## config.mk

```make
export PLATFORM = sky130hd
export DESIGN_NAME = lcb_host
export DESIGN_NICKNAME = d
export VERILOG_FILES = /design/src/lcb_pkg.sv /design/src/lcb_bank_track.sv /design/src/lcb_host.sv
export VERILOG_INCLUDE_DIRS = /design/src /design/src/src
export SDC_FILE = /design/constraint.sdc
export NUM_CORES = 1
export LEC_CHECK = 0
export ABC_CLOCK_PERIOD_IN_PS = 7900
export BUFFER_PORTS_ARGS = -buffer_cell sky130_fd_sc_hd__buf_2
export CORE_MARGIN = 10
export CORE_UTILIZATION = 67
export DETAILED_ROUTE_END_ITERATION = 7
export HOLD_SLACK_MARGIN = 0.12
export PLACE_DENSITY = 0.85
export REMOVE_ABC_BUFFERS = 1
export SLEW_MARGIN = 20
export SYNTH_ARGS = -nofsm -noshare
export SYNTH_HDL_FRONTEND = slang
export SYNTH_SLANG_ARGS = --single-unit
```

## constraint.sdc

```tcl
create_clock -name clock_i -period 7.9 [get_ports clock_i]
set_input_delay 1.185 -clock clock_i [delete_from_list [all_inputs] [get_ports clock_i]]
set_output_delay 1.185 -clock clock_i [all_outputs]
set_load 0.02 [all_outputs]
```

## src/lcb_consts.svh

```systemverilog
`ifndef LCB_CONSTS_SVH
`define LCB_CONSTS_SVH

// geometry of the attached part
`define LCB_NBANK     8
`define LCB_BANK_W    3
`define LCB_CNT_W     8

// command clock period
`define LCB_CLK_NS    100

// least times in ns, rounded up to whole clock cycles below
`define LCB_TRCD_NS   18
`define LCB_TRP_NS    21
`define LCB_TRRD_NS   10
`define LCB_TWR_NS    15
`define LCB_TRFCPB_NS 90
`define LCB_TRFCAB_NS 130
`define LCB_TXSR_NS   140
`define LCB_TINIT5_NS 10000

`define LCB_CYC(ns) (((ns) + `LCB_CLK_NS - 1) / `LCB_CLK_NS)

`define LCB_TRCD_CYC   `LCB_CYC(`LCB_TRCD_NS)
`define LCB_TRP_CYC    `LCB_CYC(`LCB_TRP_NS)
`define LCB_TRRD_CYC   `LCB_CYC(`LCB_TRRD_NS)
`define LCB_TWR_CYC    `LCB_CYC(`LCB_TWR_NS)
`define LCB_TRFCPB_CYC `LCB_CYC(`LCB_TRFCPB_NS)
`define LCB_TRFCAB_CYC `LCB_CYC(`LCB_TRFCAB_NS)
`define LCB_TXSR_CYC   `LCB_CYC(`LCB_TXSR_NS)
`define LCB_TINIT5_CYC `LCB_CYC(`LCB_TINIT5_NS)

// delays given directly in clock cycles
`define LCB_TMRR_CYC   2
`define LCB_TMRW_CYC   5
`define LCB_BURST_CYC  2

`endif

```

## src/lcb_pkg.sv

```systemverilog
`default_nettype none
package lcb_pkg;

	// request and pin command codes; srx is local, never driven to the pins
	typedef enum logic [3:0] {
		LCB_NOP    = 4'h0,
		LCB_ACT    = 4'h1,
		LCB_RD     = 4'h2,
		LCB_WR     = 4'h3,
		LCB_PRE    = 4'h4,
		LCB_REF_PB = 4'h5,
		LCB_REF_AB = 4'h6,
		LCB_SRE    = 4'h7,
		LCB_SRX    = 4'h8,
		LCB_MRW    = 4'h9,
		LCB_MRR    = 4'hA,
		LCB_BST    = 4'hB,
		LCB_RST    = 4'hC
	} lcb_cmd_t;

	// per-bank state as the controller believes it
	typedef enum logic [3:0] {
		BK_PWR_ON  = 4'h0,
		BK_RESET   = 4'h1,
		BK_IDLE    = 4'h2,
		BK_ROW_ACT = 4'h3,
		BK_ACTIVE  = 4'h4,
		BK_READ    = 4'h5,
		BK_WRITE   = 4'h6,
		BK_RD_AP   = 4'h7,
		BK_WR_AP   = 4'h8,
		BK_PRECHG  = 4'h9,
		BK_REFR    = 4'hA
	} lcb_bank_st_t;

endpackage
`default_nettype wire

```

## src/lcb_bank_track.sv

```systemverilog
`include "lcb_consts.svh"
`default_nettype none
module lcb_bank_track
	import lcb_pkg::*;
(
	input  wire logic   clock_i,
	input  wire logic   rst_i,
	input  wire logic   go_i,
	input  wire lcb_cmd_t cmd_i,
	input  wire logic   ap_i,
	output var lcb_bank_st_t state_o
);

	lcb_bank_st_t             state_reg;
	lcb_bank_st_t             state_next;
	logic [`LCB_CNT_W-1:0]    cnt_reg;
	logic [`LCB_CNT_W-1:0]    cnt_next;
	wire                      cnt_zero = (cnt_reg == '0);

	assign state_o = state_reg;

	// timed states settle when their count runs out; a command then overrides
	always_comb
	begin
		state_next = state_reg;
		cnt_next = cnt_zero ? cnt_reg : cnt_reg - 1'b1;
		unique case (state_reg)
			BK_ROW_ACT, BK_READ, BK_WRITE:
				if (cnt_zero) state_next = BK_ACTIVE;
			BK_RD_AP, BK_WR_AP, BK_PRECHG, BK_REFR, BK_RESET:
				if (cnt_zero) state_next = BK_IDLE;
			BK_PWR_ON, BK_IDLE, BK_ACTIVE: ;
			default: state_next = BK_PWR_ON;
		endcase
		// no go on nop, so the bank just carries on
		if (go_i)
		begin
			unique case (cmd_i)
				LCB_ACT:
				begin
					state_next = BK_ROW_ACT;
					cnt_next = `LCB_CNT_W'(`LCB_TRCD_CYC);
				end
				// auto precharge lengthens the burst state and settles the bank to idle, not active
				LCB_RD:
				begin
					state_next = ap_i ? BK_RD_AP : BK_READ;
					cnt_next = ap_i
						? `LCB_CNT_W'(`LCB_BURST_CYC + `LCB_TRP_CYC)
						: `LCB_CNT_W'(`LCB_BURST_CYC);
				end
				LCB_WR:
				begin
					state_next = ap_i ? BK_WR_AP : BK_WRITE;
					cnt_next = ap_i
						? `LCB_CNT_W'(`LCB_BURST_CYC + `LCB_TWR_CYC
							+ `LCB_TRP_CYC)
						: `LCB_CNT_W'(`LCB_BURST_CYC);
				end
				LCB_PRE:
				begin
					state_next = BK_PRECHG;
					cnt_next = `LCB_CNT_W'(`LCB_TRP_CYC);
				end
				LCB_BST:
				begin
					state_next = BK_ACTIVE;
					cnt_next = '0;
				end
				LCB_REF_PB:
				begin
					state_next = BK_REFR;
					cnt_next = `LCB_CNT_W'(`LCB_TRFCPB_CYC);
				end
				LCB_REF_AB:
				begin
					state_next = BK_REFR;
					cnt_next = `LCB_CNT_W'(`LCB_TRFCAB_CYC);
				end
				LCB_RST:
				begin
					state_next = BK_RESET;
					cnt_next = `LCB_CNT_W'(`LCB_TINIT5_CYC);
				end
				default: ;
			endcase
		end
	end

	always_ff @(posedge clock_i)
	begin
		if (rst_i)
		begin
			state_reg <= BK_PWR_ON;
			cnt_reg <= '0;
		end
		else
		begin
			state_reg <= state_next;
			cnt_reg <= cnt_next;
		end
	end

endmodule
`default_nettype wire

```

## src/lcb_host.sv

```systemverilog
// Contract
// - commands only after clock enable high on two edges and exit time met
// - never drive a bank state and command pair outside the legal set
// - all-bank refresh, self refresh entry, mode write only with all banks idle
// - burst terminate goes to the bursting bank, which returns to active
// - burst terminate only while a read or write burst is running
// - only nop during mode register read or write delay
// - keep activate to activate spacing between banks
// - reads and writes with or without auto precharge, same moves
// - precharge one or all banks; all needs every bank prechargeable
// - write after read only once the read burst is over
// - read after write only once the write burst is over
// - other banks stay usable while one bank runs auto precharge
// - reset from power on, sent as mode write with all banks idle
// - a settling bank gets nothing but nop or allowed commands
`include "lcb_consts.svh"
`default_nettype none
module lcb_host
	import lcb_pkg::*;
(
	input  wire logic                   clock_i,
	input  wire logic                   rst_i,
	input  wire logic                   req_valid_i,
	input  wire lcb_cmd_t               req_cmd_i,
	input  wire logic [`LCB_BANK_W-1:0] req_bank_i,
	input  wire logic                   req_ap_i,
	input  wire logic                   req_all_i,
	output logic                        req_ready_o,
	output logic                        req_reject_o,
	output var lcb_cmd_t                cmd_o,
	output logic [`LCB_BANK_W-1:0]      bank_o,
	output logic                        ap_o,
	output logic                        all_o,
	output logic                        cke_o,
	output logic                        mr_busy_o
);

	lcb_bank_st_t                bank_st [`LCB_NBANK];
	logic [`LCB_NBANK-1:0]       go_v;
	logic [`LCB_NBANK-1:0]       idle_v;
	logic [`LCB_NBANK-1:0]       pwr_v;
	logic [`LCB_NBANK-1:0]       preok_v;

	lcb_cmd_t                    cmd_reg;
	logic [`LCB_BANK_W-1:0]      bank_reg;
	logic                        ap_reg;
	logic                        all_reg;
	logic                        cke_reg;
	logic                        cke_prev_reg;
	logic                        sr_reg;
	logic [`LCB_CNT_W-1:0]       xsr_reg;
	logic [`LCB_CNT_W-1:0]       rrd_reg;
	logic [`LCB_CNT_W-1:0]       mr_reg;
	logic [`LCB_CNT_W-1:0]       burst_reg;
	logic [`LCB_BANK_W-1:0]      burst_bank_reg;
	logic                        burst_wr_reg;
	logic                        burst_ap_reg;

	// command decode
	wire is_nop = (req_cmd_i == LCB_NOP);
	wire is_act = (req_cmd_i == LCB_ACT);
	wire is_rd  = (req_cmd_i == LCB_RD);
	wire is_wr  = (req_cmd_i == LCB_WR);
	wire is_pre = (req_cmd_i == LCB_PRE);
	wire is_rpb = (req_cmd_i == LCB_REF_PB);
	wire is_rab = (req_cmd_i == LCB_REF_AB);
	wire is_sre = (req_cmd_i == LCB_SRE);
	wire is_srx = (req_cmd_i == LCB_SRX);
	wire is_mrw = (req_cmd_i == LCB_MRW);
	wire is_mrr = (req_cmd_i == LCB_MRR);
	wire is_bst = (req_cmd_i == LCB_BST);
	wire is_rst = (req_cmd_i == LCB_RST);
	wire is_known = is_nop | is_act | is_rd | is_wr | is_pre | is_rpb
		| is_rab | is_sre | is_srx | is_mrw | is_mrr | is_bst | is_rst;

	// global conditions
	wire burst_on = (burst_reg != '0);
	wire mr_busy  = (mr_reg != '0);
	wire all_idle = &idle_v;
	wire all_pwr  = &pwr_v;
	wire any_pwr  = |pwr_v;
	// a command needs clock enable high now and on the previous edge
	wire cke_ok = cke_reg & cke_prev_reg & (xsr_reg == '0)
		& ~sr_reg;
	wire gate = cke_ok & ~mr_busy;

	// state of the addressed bank alone; an idle other bank adds nothing
	wire lcb_bank_st_t tgt = bank_st[req_bank_i];
	wire t_idle = (tgt == BK_IDLE);
	wire t_pwr  = (tgt == BK_PWR_ON);
	wire t_rowa = (tgt == BK_ROW_ACT);
	wire t_open = (tgt == BK_ACTIVE) | (tgt == BK_READ)
		| (tgt == BK_WRITE);
	wire t_preok = t_idle | t_open;
	wire t_mrrok = t_idle | t_rowa | (tgt == BK_ACTIVE)
		| (tgt == BK_PRECHG) | (tgt == BK_RESET);

	// may go now: a burst on any bank blocks the opposite burst and all refresh, self refresh, mode and reset commands
	wire ok_act = t_idle & (rrd_reg == '0);
	wire ok_rd  = t_open & ~(burst_on & burst_wr_reg);
	wire ok_wr  = t_open & ~(burst_on & ~burst_wr_reg);
	wire ok_pre = req_all_i ? &preok_v : t_preok;
	wire ok_rpb = t_idle & ~burst_on;
	wire ok_glb = all_idle & ~burst_on;
	wire ok_rst = (all_idle | all_pwr) & ~burst_on;
	wire ok_mrr = t_mrrok & ~burst_on;
	wire ok_bst = burst_on & ~burst_ap_reg;

	// never legal in the present state: refused at once, not waited on
	wire bad_act = t_open | t_rowa | t_pwr;
	wire bad_rw  = ~(t_open | t_rowa);
	wire bad_pre = req_all_i ? any_pwr : t_pwr;
	wire bad_w = ~is_known
		| (is_act & bad_act)
		| ((is_rd | is_wr) & bad_rw)
		| (is_pre & bad_pre)
		| ((is_rpb | is_mrr) & t_pwr)
		| ((is_rab | is_sre | is_mrw) & any_pwr)
		| (is_bst & ~ok_bst)
		| (is_srx & ~sr_reg);

	wire ok_w = is_nop
		| (is_act & ok_act)
		| (is_rd & ok_rd)
		| (is_wr & ok_wr)
		| (is_pre & ok_pre)
		| (is_rpb & ok_rpb)
		| ((is_rab | is_sre | is_mrw) & ok_glb)
		| (is_rst & ok_rst)
		| (is_mrr & ok_mrr)
		| (is_bst & ok_bst);

	// nop always passes; srx is taken even while the clock enable is low
	wire grant = req_valid_i & ~bad_w
		& (is_nop | (is_srx ? sr_reg : gate & ok_w));
	wire issue = grant & ~is_nop & ~is_srx;
	wire all_bank = (is_pre & req_all_i) | is_rab | is_rst;
	// terminate always aims at the bank that owns the running burst
	wire [`LCB_BANK_W-1:0] hit_bank =
		is_bst ? burst_bank_reg : req_bank_i;

	assign req_ready_o  = grant;
	assign req_reject_o = req_valid_i & bad_w;
	assign cmd_o        = cmd_reg;
	assign bank_o       = bank_reg;
	assign ap_o         = ap_reg;
	assign all_o        = all_reg;
	assign cke_o        = cke_reg;
	assign mr_busy_o    = mr_busy;

	// one tracker per bank
	genvar b;
	generate
		for (b = 0; b < `LCB_NBANK; b++)
		begin : g_bank
			assign go_v[b] = issue
				& (all_bank | (hit_bank == `LCB_BANK_W'(b)));
			assign idle_v[b]  = (bank_st[b] == BK_IDLE);
			assign pwr_v[b]   = (bank_st[b] == BK_PWR_ON);
			assign preok_v[b] = (bank_st[b] == BK_IDLE)
				| (bank_st[b] == BK_ACTIVE)
				| (bank_st[b] == BK_READ)
				| (bank_st[b] == BK_WRITE);
			lcb_bank_track u_bank (
				.clock_i (clock_i),
				.rst_i   (rst_i),
				.go_i    (go_v[b]),
				.cmd_i   (req_cmd_i),
				.ap_i    (req_ap_i),
				.state_o (bank_st[b])
			);
		end
	endgenerate

	// pin command register; reset goes out as a mode write
	always_ff @(posedge clock_i)
	begin
		if (rst_i)
		begin
			cmd_reg <= LCB_NOP;
			bank_reg <= '0;
			ap_reg <= 1'b0;
			all_reg <= 1'b0;
		end
		else
		begin
			cmd_reg <= issue ? (is_rst ? LCB_MRW : req_cmd_i) : LCB_NOP;
			bank_reg <= issue ? hit_bank : '0;
			ap_reg <= issue & (is_rd | is_wr) & req_ap_i;
			all_reg <= issue & is_pre & req_all_i;
		end
	end

	// clock enable and self refresh; exit time blocks commands after srx
	always_ff @(posedge clock_i)
	begin
		if (rst_i)
		begin
			cke_reg <= 1'b1;
			cke_prev_reg <= 1'b0;
			sr_reg <= 1'b0;
			xsr_reg <= '0;
		end
		else
		begin
			cke_prev_reg <= cke_reg;
			if (issue & is_sre)
			begin
				sr_reg <= 1'b1;
				cke_reg <= 1'b0;
			end
			else if (grant & is_srx)
			begin
				sr_reg <= 1'b0;
				cke_reg <= 1'b1;
				xsr_reg <= `LCB_CNT_W'(`LCB_TXSR_CYC);
			end
			else if (xsr_reg != '0)
				xsr_reg <= xsr_reg - 1'b1;
		end
	end

	// activate spacing and mode register delays
	always_ff @(posedge clock_i)
	begin
		if (rst_i)
		begin
			rrd_reg <= '0;
			mr_reg <= '0;
		end
		else
		begin
			if (issue & is_act)
				rrd_reg <= `LCB_CNT_W'(`LCB_TRRD_CYC);
			else if (rrd_reg != '0)
				rrd_reg <= rrd_reg - 1'b1;
			// banks keep settling on their own while this runs
			if (issue & is_mrr)
				mr_reg <= `LCB_CNT_W'(`LCB_TMRR_CYC);
			else if (issue & (is_mrw | is_rst))
				mr_reg <= `LCB_CNT_W'(`LCB_TMRW_CYC);
			else if (mr_busy)
				mr_reg <= mr_reg - 1'b1;
		end
	end

	// most recent burst; a new burst on any bank replaces it
	always_ff @(posedge clock_i)
	begin
		if (rst_i)
		begin
			burst_reg <= '0;
			burst_bank_reg <= '0;
			burst_wr_reg <= 1'b0;
			burst_ap_reg <= 1'b0;
		end
		else if (issue & (is_rd | is_wr))
		begin
			burst_reg <= `LCB_CNT_W'(`LCB_BURST_CYC);
			burst_bank_reg <= req_bank_i;
			burst_wr_reg <= is_wr;
			burst_ap_reg <= req_ap_i;
		end
		else if (issue & is_bst)
			burst_reg <= '0;
		else if (burst_on)
			burst_reg <= burst_reg - 1'b1;
	end
endmodule
`default_nettype wire

```

== Word level (Yosys, flattened, before mapping) ==
Index checks and enable logic that the tools add are counted.

* Bits in registers: 145
* Logic and storage cells: 461

* Add/subtract/negate cells: 12
* Magnitude comparators: 1
* Equal/unequal tests: 106
* Muxes and demuxes: 90
* Bitwise logic cells: 149
* Reductions and logical operators: 68

{| class="wikitable"
|+ Operators with widths
! operator !! count
|-
| 8-bit one-hot mux with 6 select lines || 8
|-
| 4-bit one-hot mux with 7 select lines || 8
|-
| 4-bit by 3-bit == test with 1-bit output, second input constant || 39
|-
| 8-bit 2-to-1 mux || 18
|-
| 4-bit == test, second input constant || 30
|-
| 4-bit 2-to-1 mux || 28
|-
| 4-bit one-hot mux with 3 select lines || 8
|-
| 8-bit by 1-bit subtractor with 8-bit output, second input constant || 12
|-
| 4-bit by 2-bit == test with 1-bit output, second input constant || 20
|-
| 8-bit zero test || 10
|-
| 1-bit bitwise OR || 78
|-
| 3-bit OR reduction || 20
|-
| 1-bit AND || 55
|-
| 4-bit by 1-bit == test with 1-bit output, second input constant || 10
|-
| 4-bit zero test || 10
|-
| 5-bit OR reduction || 8
|-
| 8-bit nonzero test || 4
|-
| 8-bit AND reduction || 3
|-
| 1-bit NOT || 15
|-
| 4-bit binary-select mux with 3-bit select || 1
|-
| 3-bit == test, second input constant || 4
|-
| 3-bit 2-to-1 mux || 4
|-
| 1-bit 2-to-1 mux || 10
|-
| 2-bit 2-to-1 mux || 5
|-
| other kinds (10) || 18
|}

== Logic depth before layout (Yosys ltp) ==
* Depth after elaboration: 29
* Mapped depth: 13

== Modules after synthesis ==
From an unflattened synthesis, not the netlist that was laid out.

* Cell total of the unflattened synthesis: 1351
* Area total of the unflattened synthesis: 11203.2 µm²

{| class="wikitable"
|+ Modules (own cells, without submodules)
! module !! times used !! cells each !! area each (µm²)
|-
| lcb_bank_track (g_bank[0].u_bank ...) || 7 || 121 || 991.0
|-
| lcb_host || 1 || 388 || 3315.7
|-
| lcb_bank_track (g_bank[7].u_bank) || 1 || 116 || 950.9
|}

== Worst setup path before layout ==
Ideal clock, no wire load.

* Path type: input-to-output
* Start: in req_bank_i[0]
* End: out req_ready_o
* Data arrival time: 3.083 ns
* Data required time: 6.715 ns
* Slack: 3.632 ns
* Stages: 8
* Buffers on the path: 1
* Cell sequence: buf_6 mux4_2 mux2_2 nor3_2 a211o_1 and3_1 o21a_1 o2111a_1

* Cells in the longest elaborated chain, start to end: 21
* Elaborated cells between the ends (all ways): 61
* Classes of those cells: eq/ne: 7; mux: 6; bitwise: 47; reduce/logical: 1

{| class="wikitable"
|+ RTL lines
! element !! RTL line !! text
|-
| start, declared || lcb_host.sv:25 || <nowiki>input wire logic [`LCB_BANK_W-1:0] req_bank_i,</nowiki>
|-
| 3-bit NOT with 4-bit output (implied by the code) * || lcb_host.sv:88 || <nowiki>wire lcb_bank_st_t tgt = bank_st[req_bank_i];</nowiki>
|-
| 4-bit binary-select mux with 3-bit select * || lcb_host.sv:88 ||
|-
| 4-bit 2-to-1 mux (implied by the code) * (2 in a row) || lcb_host.sv:88 ||
|-
| 4-bit by 3-bit == test with 1-bit output (on tied branches) || lcb_host.sv:92, lcb_host.sv:95 ||
|-
| 1-bit bitwise OR || lcb_host.sv:92 || <nowiki>wire t_open = (tgt == BK_ACTIVE) | (tgt == BK_READ)</nowiki>
|-
| 1-bit bitwise OR || lcb_host.sv:93 || <nowiki>| (tgt == BK_WRITE);</nowiki>
|-
| 1-bit AND || lcb_host.sv:100 || <nowiki>wire ok_rd = t_open & ~(burst_on & burst_wr_reg);</nowiki>
|-
| 1-bit AND || lcb_host.sv:124 || <nowiki>| (is_rd & ok_rd)</nowiki>
|-
| [... 4 more ...] || n/a ||
|-
| 1-bit bitwise OR || lcb_host.sv:128 || <nowiki>| ((is_rab | is_sre | is_mrw) & ok_glb)</nowiki>
|-
| 1-bit bitwise OR || lcb_host.sv:129 || <nowiki>| (is_rst & ok_rst)</nowiki>
|-
| 1-bit bitwise OR || lcb_host.sv:130 || <nowiki>| (is_mrr & ok_mrr)</nowiki>
|-
| 1-bit bitwise OR || lcb_host.sv:131 || <nowiki>| (is_bst & ok_bst);</nowiki>
|-
| 1-bit AND || lcb_host.sv:135 || <nowiki>& (is_nop | (is_srx ? sr_reg : gate & ok_w));</nowiki>
|-
| 1-bit 2-to-1 mux || lcb_host.sv:135 ||
|-
| 1-bit bitwise OR || lcb_host.sv:135 ||
|-
| 1-bit AND * || lcb_host.sv:135 ||
|-
| end, declared || lcb_host.sv:28 || <nowiki>output logic req_ready_o,</nowiki>
|}

Mark *: on every way between the ends. The rest lies on a longest branch, timed or not. The select of a mux whose other input is x is not followed.

== Final worst setup path ==
Ends and elaborated chain as after synthesis.

==> metrics <==
Clock Pin Slew Worst Setup and Hold Paths=0.06 ns; EDFF count, synth=0; most frequent CP cell=buf_2; mux cell area share after synthesis=7.957%; fraction of layout cells with a size suffix above 1=10.95%; ranking of synthesized cells by area=dfxtp_1 34%, xnor2_1 4.9%, nor2_1 4.6%, mux2i_1 4.2%, o21ai_0 3.9%; Setup WS pre-CTS=3.271 ns; Yosys reg bits=145; depth of the most critical reg-to-reg path=11; DRC errors left=0; Hold Startpoint=burst_bank_reg[0]$_SDFFE_PP0P_; area fraction in compound gates after synthesis=14.13%; Synth Flop Type=dfxtp_1; CP required=6.71 ns; number of port buffers=24; status=finished clean; CTS tree=built; starting DRC count in detailed routing=663; routability cong.=0.9919; Worst IR Drop VDD=0.0003291 V; Total Routing Usage GR=23.74%; Fmax=215.2 MHz; max reg flops=64; P_leak=0.003452 µW; row count=40; hold path depth=2; Via density=6.319; clock network power share=26.2%; post-synth top area share=34.44%; CP Capture Type=primary output; largest area contributor in the netlist=dfxtp_1; Avg Cell Area, Syn=8.247 µm²; clock sinks=145; layout net count=1042; Hold Violations, Final=0; Design Area, Final=9188 µm²; total grt overflow=0; CP max-delay cell=mux4_2; max incr delay on CP=0.55 ns; Power, Total=3410 µW; placed cells=1159; CTS Buf Count=17; Die Y=132.2 µm; critical path startpoint category=input port; Adder-Cell Fraction of Synth Area=2.969%; drt pass-1 iters=6; Worst Path Class, Setup=in2out; fin crit period=4.646 ns; clock buffer depth=2; CP bufs+invs=2; I/O Pins=25; Post-CTS Resized=0; core area=12160 µm²; Yosys warning count=0; worst-path fanout max=9; H-tree level count=4; Root Buffer=clkbuf_16; post-CTS setup buffer count=0; Initial Utilization=69.30%; die area=17460 µm²; Clock Skews=0.01056 ns; crit-path cells=buf_2, mux4_2, mux2i_2, nor2_1, a41oi_1, o211ai_2, o21a_1, o2111a_1, buf_2; Synth Cell Area=8428 µm²; WL per Instance=17.56 µm; Pwr per Cell Area=371.2 nW/µm²; worst r2r src=burst_reg[0]$_SDFFE_PP0P_; actual slew at the worst max-slew pin=1.020 ns; register area share after synthesis=34.44%; Combinational Power Share=40.3%; Pint=2138 µW; Synth Instances=1022; Setup Viol. Count Final=0; worst hold path endpoint=burst_bank_reg[0]$_SDFFE_PP0P_; worst setup margin=3.254 ns; Async SR Flop Fraction=0%; Sw Pwr=1273 µW; DRT Wirelength=20950 µm; post-route antenna net violation count=0; first-pass GRT wire length=34560 µm; Clock Latency Late Sink=0.44 ns; Post-CTS Hold Fix Bufs=0; RSZ-0062 raised after global routing=false; number of global-route vias before repair=7057; sw frac=37.32%; Cell variety after synth=72; Critical Path AT=3.46 ns; total of max-cap violations=0; XOR/XNOR Fraction of Synth Area=8.625%; vias=7538; Slew HR=31.56%; main combinational cell family by area after synthesis=simple AND/OR/NAND/NOR gates; Non-Filler Instances=1193; Max Transition Viols Final=0; post-place instance area=8531 µm²; Synth Area in Simple Gates=26.75%; Min-Delay Path Class=reg2reg; initial antenna violation count=2; CP top delay family=multiplexers; DIE WIDTH=132.2 µm; post-route setup TNS=0 ns; post-DP HPWL=13750 µm; P&R area growth vs syn=9.011%; RR Endpoint=g_bank[5].u_bank.state_o[0]$_SDFF_PP0_; largest net degree at the start of global routing=58; period utilization=58.81%; R2R setup slack=4.43 ns; Flop pwr share=33.4%
routing by layer:
metal | global-route usage (%) | vias up | routed length (µm)
met1 | 29.61 | 3514 | 8903
met3 | 6.364 | 70 | 1651
met2 | 37.20 | 337 | 9718
li1 | - | 3617 | -
met5 | 0 | - | 0
met4 | 11.25 | 0 | 679
final cells by class:
class	count	area [µm²]
timing repair buffer	27	142.6
multi-input combinational	773	5102
clock inverter	12	205.2
tap	168	210.2
clock buffer	20	446.7
antenna	2	5.005
inverter	46	172.7
fill	896	2974
sequential	145	2903
Yosys cell counts (4+ instances only):
master      n
o211ai_1    5
nor4b_1     7
or3_1      20
o21ai_0    66
and2_1      5
a211oi_1    9
nand4_1     7
nor2_2      5
mux2i_1    35
and3_1     14
o22ai_1    11
nand3b_1    5
dfxtp_1   145
mux4_2      7
a31oi_1     8
nor4b_2     6
a21o_1      5
nor2_1    104
nor3b_1     8
xnor2_1    47
buf_1       4
o21a_1      4
a21oi_1    41
xor2_1     36
nand3_1    28
ha_1       20
nand2_1    79
nor3_1     38
nor2b_1    13
or4_1       7
mux2_2     11
inv_1      44
nand2b_1    6
nand4b_1    8
or2_2      10
clkbuf_1   36
nor4_1     29
o21ai_1    21
buf_2      14
power groups by stage:
| stage | registers, µW | logic, µW | clock network [µW] |
|---|---|---|---|
| final | 1140 | 1370 | 895 |
| after global routing | 1160 | 1560 | 934 |
| after CTS | 1140 | 1380 | 901 |
| after detailed placement | 1140 | 1340 | 0 |
| after global placement | 1140 | 1300 | 0 |
| after floorplan | 1100 | 1120 | 0 |
cells in the final DEF, fill, tap and decap left out, types with 8 or more instances in the layout:
cell type,instances
or3_1,20
nor2_1,104
ha_1,20
nor4_1,29
o22ai_1,11
o21ai_0,66
nand4b_1,8
and3_1,14
buf_2,24
dfxtp_1,145
a21oi_1,41
xnor2_1,47
inv_1,44
mux2i_1,35
clkbuf_16,17
a31oi_1,8
nand2_1,79
or2_2,10
o21ai_1,21
nor2b_1,13
nor3_1,38
a211oi_1,9
nor3b_1,8
mux2_2,11
nand3_1,28
xor2_1,36
cell families (layout without fill, tap and decap cells):
family / after synthesis / in the layout
compound gates: 198 / 198
buf+inv: 104 / 105
xor+xnor: 83 / 83
flops: 145 / 145
fa+ha+maj: 20 / 20
simple gates: 416 / 416
mux: 56 / 56
other cells: 0 / 2
tightest hold or removal path: cells and delay by family (launching register included):
kind | cells | cell delay [ns]
flip-flops | 1 | 0.31
AO/OA/AOI/OAI | 2 | 0.13
how the worst max path moves through the flow:
stage / startpoint / endpoint / slack, ns / cells past startpoint
global route: req_bank_i[0] / req_ready_o / 3.13 / 9
detailed placement: req_bank_i[0] / req_ready_o / 3.27 / 9
CTS: req_bank_i[0] / req_ready_o / 3.27 / 9
finish: req_bank_i[0] / req_ready_o / 3.25 / 9
global placement: req_bank_i[0] / req_ready_o / 3.31 / 9
floorplan: req_bank_i[0] / req_ready_o / 3.78 / 7
through the flow:
step / utilization [%] / hold slack, ns
after global placement: 70.14 / 0.4600
after global routing: 75.55 / 0.5055
after CTS: 75.50 / 0.4773
after floorplan: - / 0.4429
final: 75.55 / 0.4769
after detailed placement: 70.14 / 0.4699
Power figures use the tool's default switching activity.
